$ cat src/rtl/ppm_pkg.sv
/*
  Package for the parallel port mode control block: register offsets, mode
  register field layout, codes, timing constants and carrier structs.
  Assumes a single 50 MHz peripheral clock and the plain strobe register port.
*/
// Notes on behaviour
// [RULE1] busy flag bit 15, set during transfers
// [RULE2] irq mode: none, per cycle, buffer 3
// [RULE3] address step: hold, increment, decrement
// [RULE4] step code 11 walks slave buffers, legacy
// [RULE5] chip-select address bits 14/15 never step
// [RULE6] width bit picks one 16 or 8-bit transfer
// [RULE7] codes 11/10 select master modes 1/2
// [RULE8] codes 01/00 select enhanced/legacy slave
// [RULE9] setup wait is field plus one cycles
// [RULE10] zero strobe wait forces fixed setup/hold
// [RULE11] read-input captures only when dual buffer set
// [RULE12] dual buffer clear: reads use shared register
// [RULE13] upper sixteen bits read zero, ignore writes
// [RULE14] strobe and hold widths follow their fields
// [RULE15] all implemented fields reset to zero
package ppm_pkg;
  // ==========================================================
  // register map (offsets chosen for this block)
  localparam logic [3:0] PPM_ADDR_MODE = 4'h0;
  localparam logic [3:0] PPM_ADDR_CTRL = 4'h1;
  localparam logic [3:0] PPM_ADDR_ADDR = 4'h2;
  localparam logic [3:0] PPM_ADDR_DATA = 4'h3;
  localparam logic [3:0] PPM_ADDR_RDIN = 4'h4;
  localparam logic [3:0] PPM_ADDR_STAT = 4'h5;
  localparam logic [3:0] PPM_ADDR_MASK = 4'h6;
  // ==========================================================
  // mode register fields
  localparam int PPM_BUSY_BIT = 15;
  localparam int PPM_DUAL_BUFFER_ENABLE_BIT = 17;
  localparam logic [15:0] PPM_MODE_WMASK = 16'h7FFF;
  localparam logic [1:0] PPM_IRQ_NONE = 2'h0;
  localparam logic [1:0] PPM_IRQ_CYCLE = 2'h1;
  localparam logic [1:0] PPM_IRQ_BUF3 = 2'h2;
  localparam logic [1:0] PPM_STEP_HOLD = 2'h0;
  localparam logic [1:0] PPM_STEP_INC = 2'h1;
  localparam logic [1:0] PPM_STEP_DEC = 2'h2;
  localparam logic [1:0] PPM_STEP_BUF = 2'h3;
  localparam logic [1:0] PPM_MODE_LEGACY = 2'h0;
  localparam logic [1:0] PPM_MODE_ENH = 2'h1;
  localparam logic [1:0] PPM_MODE_M2 = 2'h2;
  localparam logic [1:0] PPM_MODE_M1 = 2'h3;
  localparam logic [1:0] PPM_BUF3 = 2'h3;
  localparam logic [3:0] PPM_STROBE_WAIT_CYCLES_ZERO = 4'h0;
  localparam logic [3:0] PPM_ONE4 = 4'h1;
  localparam logic [15:0] PPM_ONE16 = 16'h0001;
  // ==========================================================
  // timing: one peripheral clock period at 50 MHz
  localparam int PPM_CLK_MHZ = 50;
  localparam int PPM_TPB_NS = 20;
  localparam int PPM_TPB_CYC = (PPM_TPB_NS * PPM_CLK_MHZ + 999) / 1000;
  // ==========================================================
  // carriers
  typedef struct packed {
    logic [1:0] irq_mode_sel;
    logic [1:0] addr_step_mode;
    logic wide_transfer_sel;
    logic [1:0] port_mode;
    logic [1:0] setup_wait_cycles;
    logic [3:0] strobe_wait_cycles;
    logic [1:0] hold_wait_cycles;
  } ppm_mode_type;
  typedef struct packed {
    logic [3:0] setup;
    logic [3:0] strobe;
    logic [3:0] hold;
  } ppm_timing_type;
  typedef enum logic [3:0] {
    PPM_IDLE = 4'b0001,
    PPM_SETUP = 4'b0010,
    PPM_STROBE = 4'b0100,
    PPM_HOLD = 4'b1000
  } ppm_phase_type;
endpackage

$ cat src/rtl/ppm_wait_calc.sv
/*
  Converts the mode register wait fields into phase lengths in clock cycles.
  Assumes the fields come straight from the mode register.
*/
`timescale 1ns/1ps
`default_nettype none
module ppm_wait_calc
  import ppm_pkg::*;
(
  input wire ppm_mode_type mode,
  input wire logic is_read,
  output ppm_timing_type timing
);
  // ==========================================================
  // phase lengths
  always_comb
  begin
    if (mode.strobe_wait_cycles == PPM_STROBE_WAIT_CYCLES_ZERO) // RULE10
    begin
      timing.setup = PPM_ONE4;
      timing.strobe = PPM_ONE4;
      timing.hold = is_read ? 4'h0 : PPM_ONE4;
    end
    else
    begin
      timing.setup = {2'h0, mode.setup_wait_cycles} + PPM_ONE4; // RULE9
      timing.strobe = mode.strobe_wait_cycles; // RULE14
      timing.hold = {2'h0, mode.hold_wait_cycles}; // RULE14
    end
  end
endmodule
`default_nettype wire

$ cat src/rtl/ppm_addr_step.sv
/*
  Next-address logic for the port address after each read/write cycle.
  Assumes chip-select use of bits 14 and 15 is given as two enables.
*/
`timescale 1ns/1ps
`default_nettype none
module ppm_addr_step
  import ppm_pkg::*;
(
  input wire logic [15:0] addr,
  input wire logic [1:0] step_mode,
  input wire logic [1:0] cs_en,
  output logic [15:0] addr_next
);
  logic [15:0] stepped;
  // ==========================================================
  // step and hold chip-select bits
  always_comb
  begin
    case (step_mode) // RULE3
      PPM_STEP_INC: stepped = addr + PPM_ONE16;
      PPM_STEP_DEC: stepped = addr - PPM_ONE16;
      default: stepped = addr;
    endcase
    addr_next = stepped;
    // chip-select bits keep their level; a carry still passes a held bit 14 into bit 15 when bit 15 is not held
    if (cs_en[0])
      addr_next[14] = addr[14]; // RULE5
    if (cs_en[1])
      addr_next[15] = addr[15]; // RULE5
  end
endmodule
`default_nettype wire

$ cat src/rtl/ppm_top.sv
/*
  Parallel port mode control: mode register, dual-buffer read input,
  master strobe sequencer, slave buffer access and interrupt.
  Assumes a plain synchronous register port and synchronous pin inputs.
*/
// The register offsets and the plain strobed port were decided locally.
`timescale 1ns/1ps
`default_nettype none
module ppm_top
  import ppm_pkg::*;
(
  input wire logic mclk,
  input wire logic rst,
  input wire logic [3:0] reg_addr,
  input wire logic [31:0] reg_wdata,
  input wire logic reg_wr,
  input wire logic reg_rd,
  output logic [31:0] reg_rdata,
  output logic irq,
  input wire logic [15:0] port_data_in,
  output logic [15:0] port_data_out,
  output logic [15:0] port_data_oe,
  output logic [15:0] port_addr_lines,
  output logic [1:0] port_chip_selects,
  output logic port_read_strobe,
  output logic port_write_strobe,
  output logic port_enable_strobe,
  input wire logic host_cs,
  input wire logic host_rd,
  input wire logic host_wr,
  input wire logic [1:0] host_addr
);
  typedef struct packed {
    ppm_mode_type mode;
    logic [1:0] cs_en;
    logic dual_buffer_enable;
    logic [15:0] addr;
    logic [15:0] wdata;
    logic [15:0] shared_data_in_reg;
    logic [15:0] read_input_value;
    logic busy;
    ppm_phase_type phase;
    logic [3:0] cnt;
    logic is_read;
    logic [1:0] sts;
    logic [1:0] msk;
    logic [1:0] slv_ptr;
    logic host_act;
    logic [31:0] rdata;
    logic irq;
    logic [15:0] pd_out;
    logic [15:0] pd_oe;
    logic rd_s;
    logic wr_s;
    logic en_s;
    logic [1:0] cs_o;
  } ppm_state_type;

  ppm_state_type s_q, s_d;
  ppm_timing_type tim;
  logic [15:0] addr_next;
  logic is_master;
  logic host_edge;
  logic [1:0] host_idx;

  ppm_wait_calc u_wait (
    .mode(s_q.mode),
    .is_read(s_q.is_read),
    .timing(tim)
  );

  ppm_addr_step u_step (
    .addr(s_q.addr),
    .step_mode(s_q.mode.addr_step_mode),
    .cs_en(s_q.cs_en),
    .addr_next(addr_next)
  );

  function automatic logic sel(input logic [3:0] a, input logic [3:0] b);
    sel = (a == b);
  endfunction

  assign is_master = s_q.mode.port_mode[1]; // RULE7 RULE8
  // host access starts on the first cycle of chip select with a strobe
  assign host_edge = host_cs && (host_rd || host_wr) && !s_q.host_act;
  // legacy slave walks buffers only in step code 11, else buffer 0
  assign host_idx = (s_q.mode.port_mode == PPM_MODE_ENH) ? host_addr : // RULE8
                    ((s_q.mode.addr_step_mode == PPM_STEP_BUF) ? s_q.slv_ptr : 2'h0); // RULE4

  // ==========================================================
  // next state
  always_comb
  begin
    s_d = s_q;
    s_d.rdata = 32'h0;
    s_d.host_act = host_cs && (host_rd || host_wr);
    // register writes
    if (reg_wr)
    begin
      if (sel(reg_addr, PPM_ADDR_MODE))
        s_d.mode = ppm_mode_type'(reg_wdata[14:0] & PPM_MODE_WMASK[14:0]); // RULE13
      else if (sel(reg_addr, PPM_ADDR_CTRL))
      begin
        s_d.dual_buffer_enable = reg_wdata[PPM_DUAL_BUFFER_ENABLE_BIT];
        s_d.cs_en = reg_wdata[1:0];
      end
      else if (sel(reg_addr, PPM_ADDR_ADDR))
        s_d.addr = reg_wdata[15:0];
      else if (sel(reg_addr, PPM_ADDR_RDIN))
        s_d.read_input_value = reg_wdata[15:0]; // RULE13
      else if (sel(reg_addr, PPM_ADDR_MASK))
        s_d.msk = reg_wdata[1:0];
      else if (sel(reg_addr, PPM_ADDR_DATA))
      begin
        s_d.wdata = reg_wdata[15:0];
        s_d.shared_data_in_reg = reg_wdata[15:0];
      end
    end
    // register reads
    if (reg_rd)
    begin
      if (sel(reg_addr, PPM_ADDR_MODE))
        s_d.rdata = {16'h0, s_q.busy, 15'(s_q.mode)}; // RULE1 RULE13
      else if (sel(reg_addr, PPM_ADDR_CTRL))
        s_d.rdata = {14'h0, s_q.dual_buffer_enable, 15'h0, s_q.cs_en};
      else if (sel(reg_addr, PPM_ADDR_ADDR))
        s_d.rdata = {16'h0, s_q.addr};
      else if (sel(reg_addr, PPM_ADDR_DATA))
        s_d.rdata = {16'h0, s_q.shared_data_in_reg}; // RULE12
      else if (sel(reg_addr, PPM_ADDR_RDIN))
        s_d.rdata = {16'h0, s_q.read_input_value}; // RULE13
      else if (sel(reg_addr, PPM_ADDR_STAT))
        s_d.rdata = {30'h0, s_q.sts};
      else if (sel(reg_addr, PPM_ADDR_MASK))
        s_d.rdata = {30'h0, s_q.msk};
      else
        s_d.rdata = 32'h0;
    end
    // status clear by writing one; a same-cycle event set below wins
    if (reg_wr && sel(reg_addr, PPM_ADDR_STAT))
      s_d.sts = s_q.sts & ~reg_wdata[1:0];
    // master sequencer: one data access starts exactly one transfer
    case (s_q.phase)
      PPM_IDLE:
      begin
        if (is_master && (reg_wr || reg_rd) && sel(reg_addr, PPM_ADDR_DATA)) // RULE6
        begin
          s_d.is_read = reg_rd;
          s_d.busy = 1'b1; // RULE1
          s_d.cnt = 4'h1;
          s_d.phase = PPM_SETUP;
          s_d.cs_o = ~s_q.cs_en | 2'h0;
          s_d.pd_oe = reg_wr ? (s_q.mode.wide_transfer_sel ? 16'hFFFF : 16'h00FF) : 16'h0000;
          s_d.pd_out = reg_wdata[15:0];
        end
      end
      PPM_SETUP:
      begin
        s_d.cnt = s_q.cnt + PPM_ONE4;
        if (s_q.cnt >= tim.setup) // RULE9
        begin
          s_d.cnt = 4'h1;
          s_d.phase = PPM_STROBE;
          if (s_q.mode.port_mode == PPM_MODE_M1) // RULE7
          begin
            s_d.en_s = 1'b1;
            s_d.rd_s = s_q.is_read;
          end
          else
          begin
            s_d.rd_s = s_q.is_read;
            s_d.wr_s = !s_q.is_read;
          end
        end
      end
      PPM_STROBE:
      begin
        s_d.cnt = s_q.cnt + PPM_ONE4;
        if (s_q.cnt >= tim.strobe) // RULE14
        begin
          s_d.en_s = 1'b0;
          s_d.wr_s = 1'b0;
          s_d.rd_s = (s_q.mode.port_mode == PPM_MODE_M1) ? s_d.rd_s : 1'b0;
          s_d.cnt = 4'h1;
          s_d.phase = PPM_HOLD;
          if (s_q.is_read)
          begin
            if (s_q.dual_buffer_enable)
              s_d.read_input_value = s_q.mode.wide_transfer_sel ? port_data_in : {8'h0, port_data_in[7:0]}; // RULE11
            else
              s_d.shared_data_in_reg = s_q.mode.wide_transfer_sel ? port_data_in : {8'h0, port_data_in[7:0]}; // RULE12
          end
        end
      end
      PPM_HOLD:
      begin
        s_d.cnt = s_q.cnt + PPM_ONE4;
        if (s_q.cnt > tim.hold) // RULE14
        begin
          s_d.phase = PPM_IDLE;
          s_d.busy = 1'b0;
          s_d.rd_s = 1'b0;
          s_d.pd_oe = 16'h0000;
          s_d.cs_o = 2'h0;
          s_d.addr = addr_next; // RULE3 RULE5
          if (s_q.mode.irq_mode_sel == PPM_IRQ_CYCLE)
            s_d.sts[0] = 1'b1; // RULE2
        end
      end
      default:
        s_d.phase = PPM_IDLE;
    endcase
    // slave accesses from the external host
    if (!is_master && host_edge)
    begin
      if (host_wr)
        s_d.shared_data_in_reg = {8'h0, port_data_in[7:0]};
      if (s_q.mode.irq_mode_sel == PPM_IRQ_CYCLE)
        s_d.sts[0] = 1'b1; // RULE2
      if (s_q.mode.irq_mode_sel == PPM_IRQ_BUF3 && host_idx == PPM_BUF3)
        s_d.sts[1] = 1'b1; // RULE2
      if (s_q.mode.port_mode == PPM_MODE_LEGACY && s_q.mode.addr_step_mode == PPM_STEP_BUF)
        s_d.slv_ptr = s_q.slv_ptr + 2'h1; // RULE4
    end
    if (!is_master)
    begin
      s_d.pd_out = {8'h0, s_q.wdata[7:0]};
      s_d.pd_oe = (host_cs && host_rd) ? 16'h00FF : 16'h0000;
    end
    s_d.irq = |(s_d.sts & s_d.msk);
  end

  // ==========================================================
  // state register
  always_ff @(posedge mclk or posedge rst)
  begin
    if (rst)
      s_q <= '{phase: PPM_IDLE, default: '0}; // RULE15
    else
      s_q <= s_d;
  end

  assign reg_rdata = s_q.rdata;
  assign irq = s_q.irq;
  assign port_data_out = s_q.pd_out;
  assign port_data_oe = s_q.pd_oe;
  assign port_addr_lines = s_q.addr;
  assign port_chip_selects = s_q.cs_o;
  assign port_read_strobe = s_q.rd_s;
  assign port_write_strobe = s_q.wr_s;
  assign port_enable_strobe = s_q.en_s;

  // ==========================================================
  // checks
  property p_busy_read;
    @(posedge mclk) disable iff (rst)
    reg_rd && sel(reg_addr, PPM_ADDR_MODE) |=> reg_rdata[PPM_BUSY_BIT] == $past(s_q.busy);
  endproperty
  a_busy_read: assert property (p_busy_read) else $error("busy bit misread"); // RULE1

  property p_upper_zero;
    @(posedge mclk) disable iff (rst)
    reg_rd && (sel(reg_addr, PPM_ADDR_MODE) || sel(reg_addr, PPM_ADDR_RDIN)) |=> reg_rdata[31:16] == 16'h0;
  endproperty
  a_upper_zero: assert property (p_upper_zero) else $error("upper bits not zero"); // RULE13

  property p_no_irq_mode0;
    @(posedge mclk) disable iff (rst)
    s_q.mode.irq_mode_sel == PPM_IRQ_NONE && s_q.sts == 2'h0 && !reg_wr |=> s_q.sts == 2'h0;
  endproperty
  a_no_irq_mode0: assert property (p_no_irq_mode0) else $error("irq raised in mode 0"); // RULE2

  property p_start_busy;
    @(posedge mclk) disable iff (rst)
    s_q.phase == PPM_IDLE && is_master && reg_wr && sel(reg_addr, PPM_ADDR_DATA) |=> s_q.busy ##1 s_q.busy;
  endproperty
  a_start_busy: assert property (p_start_busy) else $error("transfer did not go busy"); // RULE6

  property p_hold_addr;
    @(posedge mclk) disable iff (rst)
    s_q.mode.addr_step_mode == PPM_STEP_HOLD && s_q.phase == PPM_HOLD && !reg_wr |=> $stable(s_q.addr);
  endproperty
  a_hold_addr: assert property (p_hold_addr) else $error("address moved in hold mode"); // RULE3

  property p_cs_bits;
    @(posedge mclk) disable iff (rst)
    s_q.cs_en[1] && !(reg_wr && sel(reg_addr, PPM_ADDR_ADDR)) |=> s_q.addr[15] == $past(s_q.addr[15]);
  endproperty
  a_cs_bits: assert property (p_cs_bits) else $error("chip-select bit stepped"); // RULE5

  property p_dual_off;
    @(posedge mclk) disable iff (rst)
    !s_q.dual_buffer_enable && !(reg_wr && sel(reg_addr, PPM_ADDR_RDIN)) |=> $stable(s_q.read_input_value);
  endproperty
  a_dual_off: assert property (p_dual_off) else $error("read input captured while off"); // RULE11

  property p_setup_len;
    @(posedge mclk) disable iff (rst)
    $rose(s_q.phase == PPM_SETUP) && s_q.mode.strobe_wait_cycles == PPM_STROBE_WAIT_CYCLES_ZERO |=> s_q.phase == PPM_STROBE;
  endproperty
  a_setup_len: assert property (p_setup_len) else $error("setup not one cycle"); // RULE10

  property p_slave_no_strobe;
    @(posedge mclk) disable iff (rst)
    s_q.phase == PPM_IDLE |-> !port_write_strobe && !port_enable_strobe;
  endproperty
  a_slave_no_strobe: assert property (p_slave_no_strobe) else $error("strobe while idle"); // RULE7
endmodule
`default_nettype wire

$ cat config.mk
export PLATFORM = sky130hd
export DESIGN_NAME = ppm_top
export DESIGN_NICKNAME = d
export VERILOG_FILES = /design/src/rtl/ppm_pkg.sv /design/src/rtl/ppm_wait_calc.sv /design/src/rtl/ppm_addr_step.sv /design/src/rtl/ppm_top.sv
export SDC_FILE = /design/constraint.sdc
export NUM_CORES = 1
export LEC_CHECK = 0
export ABC_AREA = 1
export BUFFER_PORTS_ARGS = -buffer_cell sky130_fd_sc_hd__buf_2
export CAP_MARGIN = 10
export CORE_MARGIN = 2
export CORE_UTILIZATION = 30
export CTS_BUF_LIST = sky130_fd_sc_hd__clkbuf_4
export CTS_CLUSTER_DIAMETER = 200
export DETAILED_ROUTE_END_ITERATION = 6
export PLACE_DENSITY = 0.49
export SLEW_MARGIN = 5
export SYNTH_ARGS = -nofsm -noshare
export SYNTH_HDL_FRONTEND = slang
export SYNTH_SLANG_ARGS = --single-unit
$ cat constraint.sdc
create_clock -name mclk -period 10.8 [get_ports mclk]
set_input_delay 0.54 -clock mclk [delete_from_list [all_inputs] [get_ports mclk]]
set_output_delay 0.54 -clock mclk [all_outputs]
set_load 0.005 [all_outputs]
==> out/qor.yml, run 1 <==
run_status:
  outcome: "finished clean"
synthesis:
  syn_inst: 1134
  async_flop_share: 1.00
  synth_cell_type_count: 45
  synth_warnings: 0
  synth_area_um2: 8410
  ys_ff_latch: 132
  synth_edf_count: 0
  ys.flop_type: "dfrtp_1"
  postSynthAreaPerCell_um2: 7.41
  seq_area_frac_synth: 0.393
power:
  max-vdd-ir-drop_uv: 67.6
  power_leakage_nw: 4.91
  power_density_nw_per_um2: 180
  finalPower_mw: 1.63
routing:
  wl_per_cell_um: 16.2
  ant_nets: 0
  drc: 0
  dr_total_vias: 7181
  vias_per_cell: 4.60
  drt_first_pass_iters: 5
  wl_um: 25300
  drtIter0Drc: 483
timing:
  setup_tns_ps: 0
  final-setup-viol-count: 0
  finClkSkew_ps: 26.7
  maxSlewHeadroom: 0.375
  min_period_ps: 3070
  final_max_slew_viol_count: 0
  fin_crit_sh: 0.284
  max_freq_mhz: 326
  hold_violations: 0
  rsz0062_at_grt: "no"
  tightest_slew_ps: 937
flow_run:
  max_cap_viol_count: 0
setup_path:
  slowest_delay_ps: 460
  cp.buffers_inverters: 4
  path_class: "reg -> reg"
  critPathMaxFanout: 22
  cp-end-kind: "flip-flop"
  required_ps: 11260
  startpoint_type: "flip-flop"
  cpMostUsedCell: "inv_1"
  cp_slowest_cell: "inv_2"
  critical_path_arrival_ps: 3530
  crit_family: "simple AND/OR/NAND/NOR gates"
  cp_cell_sequence: "inv_1, nand4_1, o21ai_0, ha_1, nand2_1, inv_1, nand2_1, nand3_4, inv_2, nand2_2, o21ai_2, inv_1, nor2_1, nor2_1"
finish:
  finish.utilization: 0.327
  final_cell_mix: "nand2_1 (335), dfrtp_1 (131), inv_1 (123)"
  multi_input_area_um2: 3820
  layout-area-overhead-vs-synth_pct: 7.67
  nFillCells: 3022
  drive_above_1_share: 0.165
  fin_nets: 1259
  seq_area_um2: 3300
  final_common_cell: "nand2_1"
  stdcell_area_um2: 9050
placement:
  hpwlAfterDp_um: 19000
  gp_congestion: 0.854
  placed_cell_area_um2: 8720
  port_buffers: 116
floorplanning:
  coreArea_um2: 27700
  io_pins: 147
  die_h_um: 171
  start_util: 0.303
  num_rows: 61
  design.die.area_um2: 29400
  fp.dieW_um: 171
clocking:
  cts-buffers-inserted: 17
  ctsHoldBuffers: 0
  cts-resized-gates: 0
  clock_latency_ps: 560
  cts_setup_buffers: 0
  cts_tree: "yes"
  cts.sinks: 132
  root_buffer: "clkbuf_4"
  htreeDepth: 4
  cts.clk_slew.worst_paths_ps: 140
  clk_path_buf_depth: 2
global_route:
  grt_max_degree: 72
  gr-total-overflow: 0
  antenna_found_initial: 1
  grt_pass1_vias: 6809
  grt_util_all_layers: 0.176
  grt_pass1_wl_um: 39000
min_path:
  hold_path_class: "in -> async"
==> kinds of logic (layout without fill, tap and decap cells) <==
| kind of cell | count (synthesis) | count (layout) | synth area share |
|---|---|---|---|
| DFF | 132 | 132 | 0.393 |
| and+or+nand+nor | 509 | 509 | 0.258 |
| other | 1 | 16 | 0.000446 |
| buffers and inverters | 251 | 286 | 0.159 |
| xor gates and xnor gates | 8 | 8 | 0.00834 |
| adders and majority gates | 28 | 28 | 0.0426 |
| AOI/OAI and AO/OA | 205 | 205 | 0.139 |
==> flip-flops by register name, summed over array words and instances, names as in the netlist <==
| name | count |
|---|---|
| port_chip_selects | 2 |
| port_data_oe | 2 |
| s_q | 74 |
| port_data_out | 16 |
| port_enable_strobe | 1 |
| irq | 1 |
| port_addr_lines | 16 |
| is_master | 1 |
| port_write_strobe | 1 |
| reg_rdata | 17 |
| port_read_strobe | 1 |
==> worst reg2reg max path: cells and delay by family, from the launching register on <==
kind	cells	cell delay [ps]
and+or+nand+nor	7	1120
buffers and inverters	4	710
AOI/OAI and AO/OA	2	440
DFF	1	430
adders and majority gates	1	250
==> where the power goes <==
group          leakage, nW  internal, mW  switching (mW)
Clock                0.171         0.186           0.210
Combinational         3.07         0.213           0.324
Sequential            1.67         0.591           0.104
Total                 4.91         0.991           0.638
==> stage by stage <==
stage | worst slack (ps) | cells | hold slack, ps
5_1_grt | 7490 | 1562 | 60.1
3_3_place_gp | 7760 | 1529 | 463
3_5_place_dp | 7770 | 1529 | 466
2_1_floorplan | 6740 | 1148 | 442
4_1_cts | 7750 | 1561 | 29.6
6_report | 7730 | 1562 | 47.0
==> Yosys cell counts (all sizes together) (2+ instances only) <==
library cell / instances / area [um^2]
a21oi: 55 / 279
o211ai: 8 / 73.8
and2: 2 / 12.5
nand3: 71 / 378
inv: 134 / 503
o22ai: 10 / 62.6
xnor2: 3 / 26.3
dfrtp: 131 / 3280
a31oi: 5 / 31.3
a22oi: 3 / 22.5
clkbuf: 8 / 30.0
nand2: 340 / 1300
o21ai: 114 / 612
a221oi: 3 / 26.3
ha: 27 / 338
nor3: 6 / 46.3
xor2: 5 / 43.8
buf: 108 / 791
o21bai: 5 / 37.5
nand4: 12 / 75.1
nor2: 76 / 340
==> cell type report <==
cell class	count	area share
diodes	1	0.000277
clock buffers	17	0.0141
clock inverters	15	0.0223
inverters	135	0.0571
multi-input cells	765	0.422
flip-flops and latches	132	0.365
well taps	378	0.0523
repair buffers	119	0.0666
==> per-layer routing <==
layer	part of all wire	up-vias	track usage	wire length, um
met5	0	-	0	0
met4	0.021	0	0.0534	530
met3	0.057	30	0.0301	1430
met2	0.43	188	0.267	10900
met1	0.49	3334	0.256	12500
li1	-	3629	-	-
==> path summary, 6_finish.rpt <==
path / slack, ps / endpoint / cells after the start / startpoint
worst min register to register: 490 / s_q[72] / 1 / s_q[72]
worst max-delay path: 7730 / port_addr_lines[5] / 14 / s_q[159]
min in group mclk: 190 / s_q[105] / 3 / port_data_in[2]
worst max register to register: 7730 / port_addr_lines[5] / 14 / s_q[159]
worst min-delay path: 50 / port_data_out[4] / 2 / rst
max in group asynchronous: 9390 / port_data_out[9] / 3 / rst
(Power assumes the default switching activity.)
==> run 2, diff against run 1 <==
--- a/config.mk
+++ b/config.mk
@@ -5,7 +5,7 @@
 export SDC_FILE = /design/constraint.sdc
 export NUM_CORES = 1
 export LEC_CHECK = 0
-export ABC_AREA = 1
+export ABC_AREA = 0
 export BUFFER_PORTS_ARGS = -buffer_cell sky130_fd_sc_hd__buf_2
 export CAP_MARGIN = 10
 export CORE_MARGIN = 2
@@ -13,7 +13,7 @@
 export CTS_BUF_LIST = sky130_fd_sc_hd__clkbuf_4
 export CTS_CLUSTER_DIAMETER = 200
 export DETAILED_ROUTE_END_ITERATION = 6
-export PLACE_DENSITY = 0.49
+export PLACE_DENSITY = 0.51
 export SLEW_MARGIN = 5
 export SYNTH_ARGS = -nofsm -noshare
 export SYNTH_HDL_FRONTEND = slang
==> constraint.sdc (replaced) <==
create_clock -name mclk -period 2.8 [get_ports mclk]
set_input_delay 0.14 -clock mclk [delete_from_list [all_inputs] [get_ports mclk]]
set_output_delay 0.14 -clock mclk [all_outputs]
set_load 0.005 [all_outputs]
==> run 2 against run 1 <==
Net effect:
- register-to-register slack worse by 7700 ps
- worst hold slack better by 47 ps
- largest power group unchanged
- clock skew hardly changed
- final area is 2.9% higher
- clock-buffer cell count is 1 higher
- critical path depth is 4 lower
- non-clock buffer count is 84 higher
- utilization is 3.5 points higher
- highest routed layer unchanged
- global-route usage is 0.43 points lower
- largest cell class unchanged
- area after synthesis is 7.2% lower
==> out/qor.yml, run 2 <==
clocking:
  cts-buffers-inserted: 17
  cts_tree: "yes"
  clk_path_buf_depth: 2
  clock_latency_ps: 550
  cts.sinks: 132
  htreeDepth: 4
  root_buffer: "clkbuf_4"
  cts.clk_slew.worst_paths_ps: 140
finish:
  seq_area_um2: 3300
  final_common_cell: "dfrtp_1"
  drive_above_1_share: 0.265
  finish.utilization: 0.362
  fin_nets: 1018
  layout-area-overhead-vs-synth_pct: 19.5
  final_cell_mix: "dfrtp_1 (131), buf_2 (116), nand2_1 (61), nor2_1 (61), a21oi_1 (58)"
  largest_reg_flops: 74
  stdcell_area_um2: 9320
  multi_input_area_um2: 3770
  largest_register: "s_q"
  nFillCells: 2614
synthesis:
  synth_edf_count: 0
  ys.flop_type: "dfrtp_1"
  synth_top_area_share: 0.420
  seq_area_frac_synth: 0.424
  postSynthAreaPerCell_um2: 9.63
  synth_area_um2: 7800
  yosysMostFrequentCell: "dfrtp_1"
  async_flop_share: 1.00
  synth_warnings: 0
  synth_cell_type_count: 62
  synthTopCellsByCount: "dfrtp_1 (131), buf_4 (82), nand2_1 (64)"
  synthTopCellsByArea: "dfrtp_1 (42%), buf_4 (7.9%), mux2i_1 (5.1%)"
  yosysTopAreaCell: "dfrtp_1"
  ys_ff_latch: 132
  syn_inst: 810
placement:
  hpwlAfterDp_um: 17000
  port_buffers: 116
  placed_cell_area_um2: 8460
  gp_congestion: 0.866
routing:
  ant_nets: 0
  drc: 0
  wl_um: 23000
  wl_per_cell_um: 18.0
  dr_total_vias: 6346
  drtIter0Drc: 431
  vias_per_cell: 4.96
  drt_first_pass_iters: 4
setup_path:
  required_ps: 3220
  cp-end-kind: "flip-flop"
  startpoint_type: "flip-flop"
  critPathMaxFanout: 5
  path_class: "reg -> reg"
  critical_path_arrival_ps: 3180
floorplanning:
  die_h_um: 165
  num_rows: 59
  start_util: 0.303
  io_pins: 147
  fp.dieW_um: 165
  design.die.area_um2: 27300
  coreArea_um2: 25800
min_path:
  hold_path_class: "in -> reg"
global_route:
  grt_util_all_layers: 0.172
  grt_pass1_wl_um: 35700
  antenna_found_initial: 2
  groute.layer.met3.usage: 0.0397
  grt_pass1_vias: 6273
  met2_usage: 0.285
  grt_max_degree: 70
  gr-total-overflow: 0
  grt_use_met1: 0.228
  top_usage_layer: "met2"
timing:
  final-setup-viol-count: 0
  maxSlewHeadroom: 0.515
  tightest_slew_ps: 726
  setup_tns_ps: 0
  max_freq_mhz: 362
  finClkSkew_ps: 26.4
  hold_violations: 0
  fin_crit_sh: 0.986
  min_period_ps: 2760
  final_max_slew_viol_count: 0
  rsz0062_at_grt: "yes"
power:
  max-vdd-ir-drop_uv: 328
  power_leakage_nw: 4.48
  finalPower_mw: 6.14
  power_density_nw_per_um2: 659
flow_run:
  max_cap_viol_count: 0
run_status:
  outcome: "finished clean"
-- run 2: worst paths after layout --
path	startpoint	endpoint	slack (ps)	cells after the start
max	s_q[159]	port_addr_lines[15]	40	10
min	reg_rd	s_q[77]	90	4
max reg2reg	s_q[159]	port_addr_lines[15]	40	10
min reg2reg	s_q[72]	s_q[72]	490	1
max in group asynchronous	rst	reg_rdata[11]	1670	4
min in group asynchronous	rst	port_data_out[1]	210	3
-- run 2: layer usage --
layer | vias to the layer above | routed length [um]
li1 | 3048 | -
met1 | 3107 | 10500
met2 | 174 | 11000
met3 | 17 | 1320
met4 | 0 | 216
met5 | - | 0
-- run 2: stage by stage --
step / setup slack (ps) / std cells / hold WS [ps]
after floorplan: 84.7 / 824 / 245
after global placement: -4.12 / 1201 / 262
after detailed placement: 0.713 / 1201 / 263
after CTS: 8.37 / 1275 / 44.4
after global routing: -105 / 1278 / 45.9
final: 38.1 / 1279 / 94.4
-- run 2: worst max-delay path: stages, from the launching register on --
cell and delay (ps):
dfrtp_1 400, or4_4 580, nand2_2 100, ha_4 200
nor2b_2 150, o21a_1 180, o211ai_1 470, buf_4 230
o21bai_1 60, mux2i_1 180, a31oi_1 60
-- run 2: area by class of cell --
class | count | share of cell area
antenna | 2 | 0.000537
clock buffer | 18 | 0.0145
clock inverter | 14 | 0.0239
inverter | 20 | 0.00846
multi-input combinational | 555 | 0.405
sequential | 132 | 0.355
tap | 335 | 0.0450
timing repair buffer | 203 | 0.148
-- run 2: what timing repair did --
item	CTS	global route
endpoints found under the setup margin	5	45
gates resized for setup	1	15
buffers inserted	1	2
endpoints found under the hold margin	121	0
gates cloned	0	0
hold buffers	41	0
pin swaps	1	9
-- run 2: kinds of logic (layout without fill, tap and decap cells) --
kind of cell,Yosys count,in the layout,share of synthesized area
and+or+nand+nor,231,231,0.153
xor gates and xnor gates,11,11,0.0124
muxes,69,69,0.0932
DFF,132,132,0.424
AOI/OAI and AO/OA,201,201,0.165
other,1,17,0.000481
adders and majority gates,28,28,0.0459
buffers and inverters,137,255,0.107
-- run 2: power breakdown --
group	leakage (nW)	internal [mW]	switching, mW
Combinational	2.65	0.916	1.04
Clock	0.184	0.822	0.781
Sequential	1.65	2.26	0.330
==> run 3, diff against run 2 <==
--- a/config.mk
+++ b/config.mk
@@ -6,14 +6,14 @@
 export NUM_CORES = 1
 export LEC_CHECK = 0
 export ABC_AREA = 0
-export BUFFER_PORTS_ARGS = -buffer_cell sky130_fd_sc_hd__buf_2
+export BUFFER_PORTS_ARGS = -buffer_cell sky130_fd_sc_hd__buf_4
 export CAP_MARGIN = 10
-export CORE_MARGIN = 2
+export CORE_MARGIN = 8
 export CORE_UTILIZATION = 30
 export CTS_BUF_LIST = sky130_fd_sc_hd__clkbuf_4
 export CTS_CLUSTER_DIAMETER = 200
 export DETAILED_ROUTE_END_ITERATION = 6
-export PLACE_DENSITY = 0.51
+export PLACE_DENSITY_LB_ADDON = 0.2
 export SLEW_MARGIN = 5
 export SYNTH_ARGS = -nofsm -noshare
 export SYNTH_HDL_FRONTEND = slang
==> run 3 against run 2 <==
Net effect:
- die area rose by 15%
- flip-flop and latch count unchanged
- worst hold slack worse by 38 ps
- largest power group unchanged
- clock-buffer cell count rose by 2
- wire length is 4.0% higher
- global-route usage is 2.0 points lower
- worst setup slack improved by 86 ps
- register-to-register slack improved by 90 ps
- via count down 0.98%
- utilization is 0.71 points higher
==> out/qor.yml, run 3 (synthesized netlist as in run 2, its figures left out) <==
run_status:
  outcome: "finished clean"
setup_path:
  slowest_delay_ps: 580
  cpMostUsedCell: "buf_4"
  startpoint_type: "flip-flop"
  path_class: "reg -> reg"
  critical_path_arrival_ps: 3130
  critPathMaxFanout: 16
  ff2ff_path_depth: 12
  cp_slowest_cell: "or4_4"
  cp_cell_sequence: "or4_4, buf_4, nand2b_1, ha_1, nand2b_1, a21oi_1, o21ai_1, buf_4, a31oi_1, buf_4, nor2_1, a21oi_1"
  cp-end-kind: "flip-flop"
  required_ps: 3250
global_route:
  gr-total-overflow: 0
  grt_util_all_layers: 0.152
  grt_max_degree: 47
  antenna_found_initial: 1
  grt_pass1_wl_um: 37100
  grt_pass1_vias: 6304
finish:
  layout-area-overhead-vs-synth_pct: 21.8
  largest_reg_flops: 74
  final-instance-count-excl-fill: 1277
  fin_nets: 1017
  nFillCells: 2624
  drive_above_1_share: 0.250
  seq_area_um2: 3300
  final_cell_mix: "buf_4 (153), dfrtp_1 (131), nand2_1 (63)"
  largest_register: "s_q"
  final_common_cell: "buf_4"
  multi_input_area_um2: 3730
placement:
  port_buffers: 116
  hpwlAfterDp_um: 17900
  dp.cells: 1199
  gp_congestion: 0.840
routing:
  ant_nets: 0
  dr_total_vias: 6284
  wl_um: 23900
  wl_per_cell_um: 18.7
  drt_first_pass_iters: 5
  drc: 0
  vias_per_cell: 4.92
  drtIter0Drc: 399
floorplanning:
  die_h_um: 177
  start_util: 0.303
  num_rows: 59
  design.die.area_um2: 31400
  io_pins: 147
  coreArea_um2: 25800
  fp.dieW_um: 177
timing:
  maxSlewHeadroom: 0.467
  fin_crit_sh: 0.956
  final-setup-viol-count: 0
  tightest_slew_ps: 797
  min_period_ps: 2680
  finClkSkew_ps: 34.6
  rsz0062_at_grt: "yes"
  max_freq_mhz: 374
  hold_violations: 0
  final_max_slew_viol_count: 0
clocking:
  root_buffer: "clkbuf_4"
  clk_path_buf_depth: 2
  cts.sinks: 132
  htreeDepth: 4
  cts.clk_slew.worst_paths_ps: 120
  cts-buffers-inserted: 17
  cts_tree: "yes"
  clock_latency_ps: 550
min_path:
  hold_depth: 4
  hold_path_class: "in -> reg"
power:
  max-vdd-ir-drop_uv: 254
  power_density_nw_per_um2: 623
  finalPower_mw: 5.91
  power_leakage_nw: 4.49
flow_run:
  max_cap_viol_count: 0
-- run 3: cell type report --
cell class                 instances  share of cell area
multi-input combinational        555               0.393
sequential                       132               0.348
timing repair buffer             202               0.179
tap                              335              0.0441
clock buffer                      20              0.0158
clock inverter                    11              0.0117
inverter                          20             0.00830
antenna                            2            0.000527
-- run 3: metal layers --
| layer | GRT usage | up-vias | wire [um] |
|---|---|---|---|
| met5 | 0 | - | 0 |
| met4 | 0.0322 | 0 | 196 |
| met3 | 0.0346 | 16 | 1190 |
| met2 | 0.244 | 136 | 11100 |
| met1 | 0.206 | 3071 | 11400 |
| li1 | - | 3061 | - |
-- run 3: where the power goes --
part	internal, mW	leakage, nW	switching [mW]
Sequential	2.26	1.65	0.338
Combinational	1.01	2.70	1.03
Clock	0.543	0.135	0.735
-- run 3: per-stage QoR --
step                area (um^2)   util  worst slack [ps]  hold WS (ps)  setup TNS, ps
floorplan                  7860      -              84.7           245              0
global placement           8770  0.340              40.0           320              0
detailed placement         8770  0.340             -42.2           322           -139
CTS                        9470  0.367              59.9          9.05              0
global route               9500  0.369             -1.28          39.9          -1.28
finish                     9500  0.369               124          56.5              0
-- run 3: final timing paths --
check,startpoint,endpoint,slack [ps]
worst max-delay path,s_q[159],s_q[109],120
worst min-delay path,reg_addr[1],reg_rdata[0],60
worst max register to register,s_q[159],s_q[109],120
worst min register to register,s_q[72],s_q[72],490
max in group asynchronous,rst,port_addr_lines[12],1710
min in group asynchronous,rst,port_data_out[13],290
-- run 3: repair_timing --
action / in CTS / in global routing
hold buffers: 43 / 0
setup buffers: 1 / 1
endpoints found under the setup margin: 9 / 29
gates resized for setup: 0 / 6
hold endpoints to repair: 143 / 0
cloned: 0 / 0
pin swaps: 1 / 4
-- run 3: critical path: cells and delay by family, from the launching register on --
kind | cells | cell delay (ps)
flops | 1 | 400
compound gates | 4 | 550
buf+inv | 3 | 590
simple gates | 4 | 830
fa+ha+maj | 1 | 210
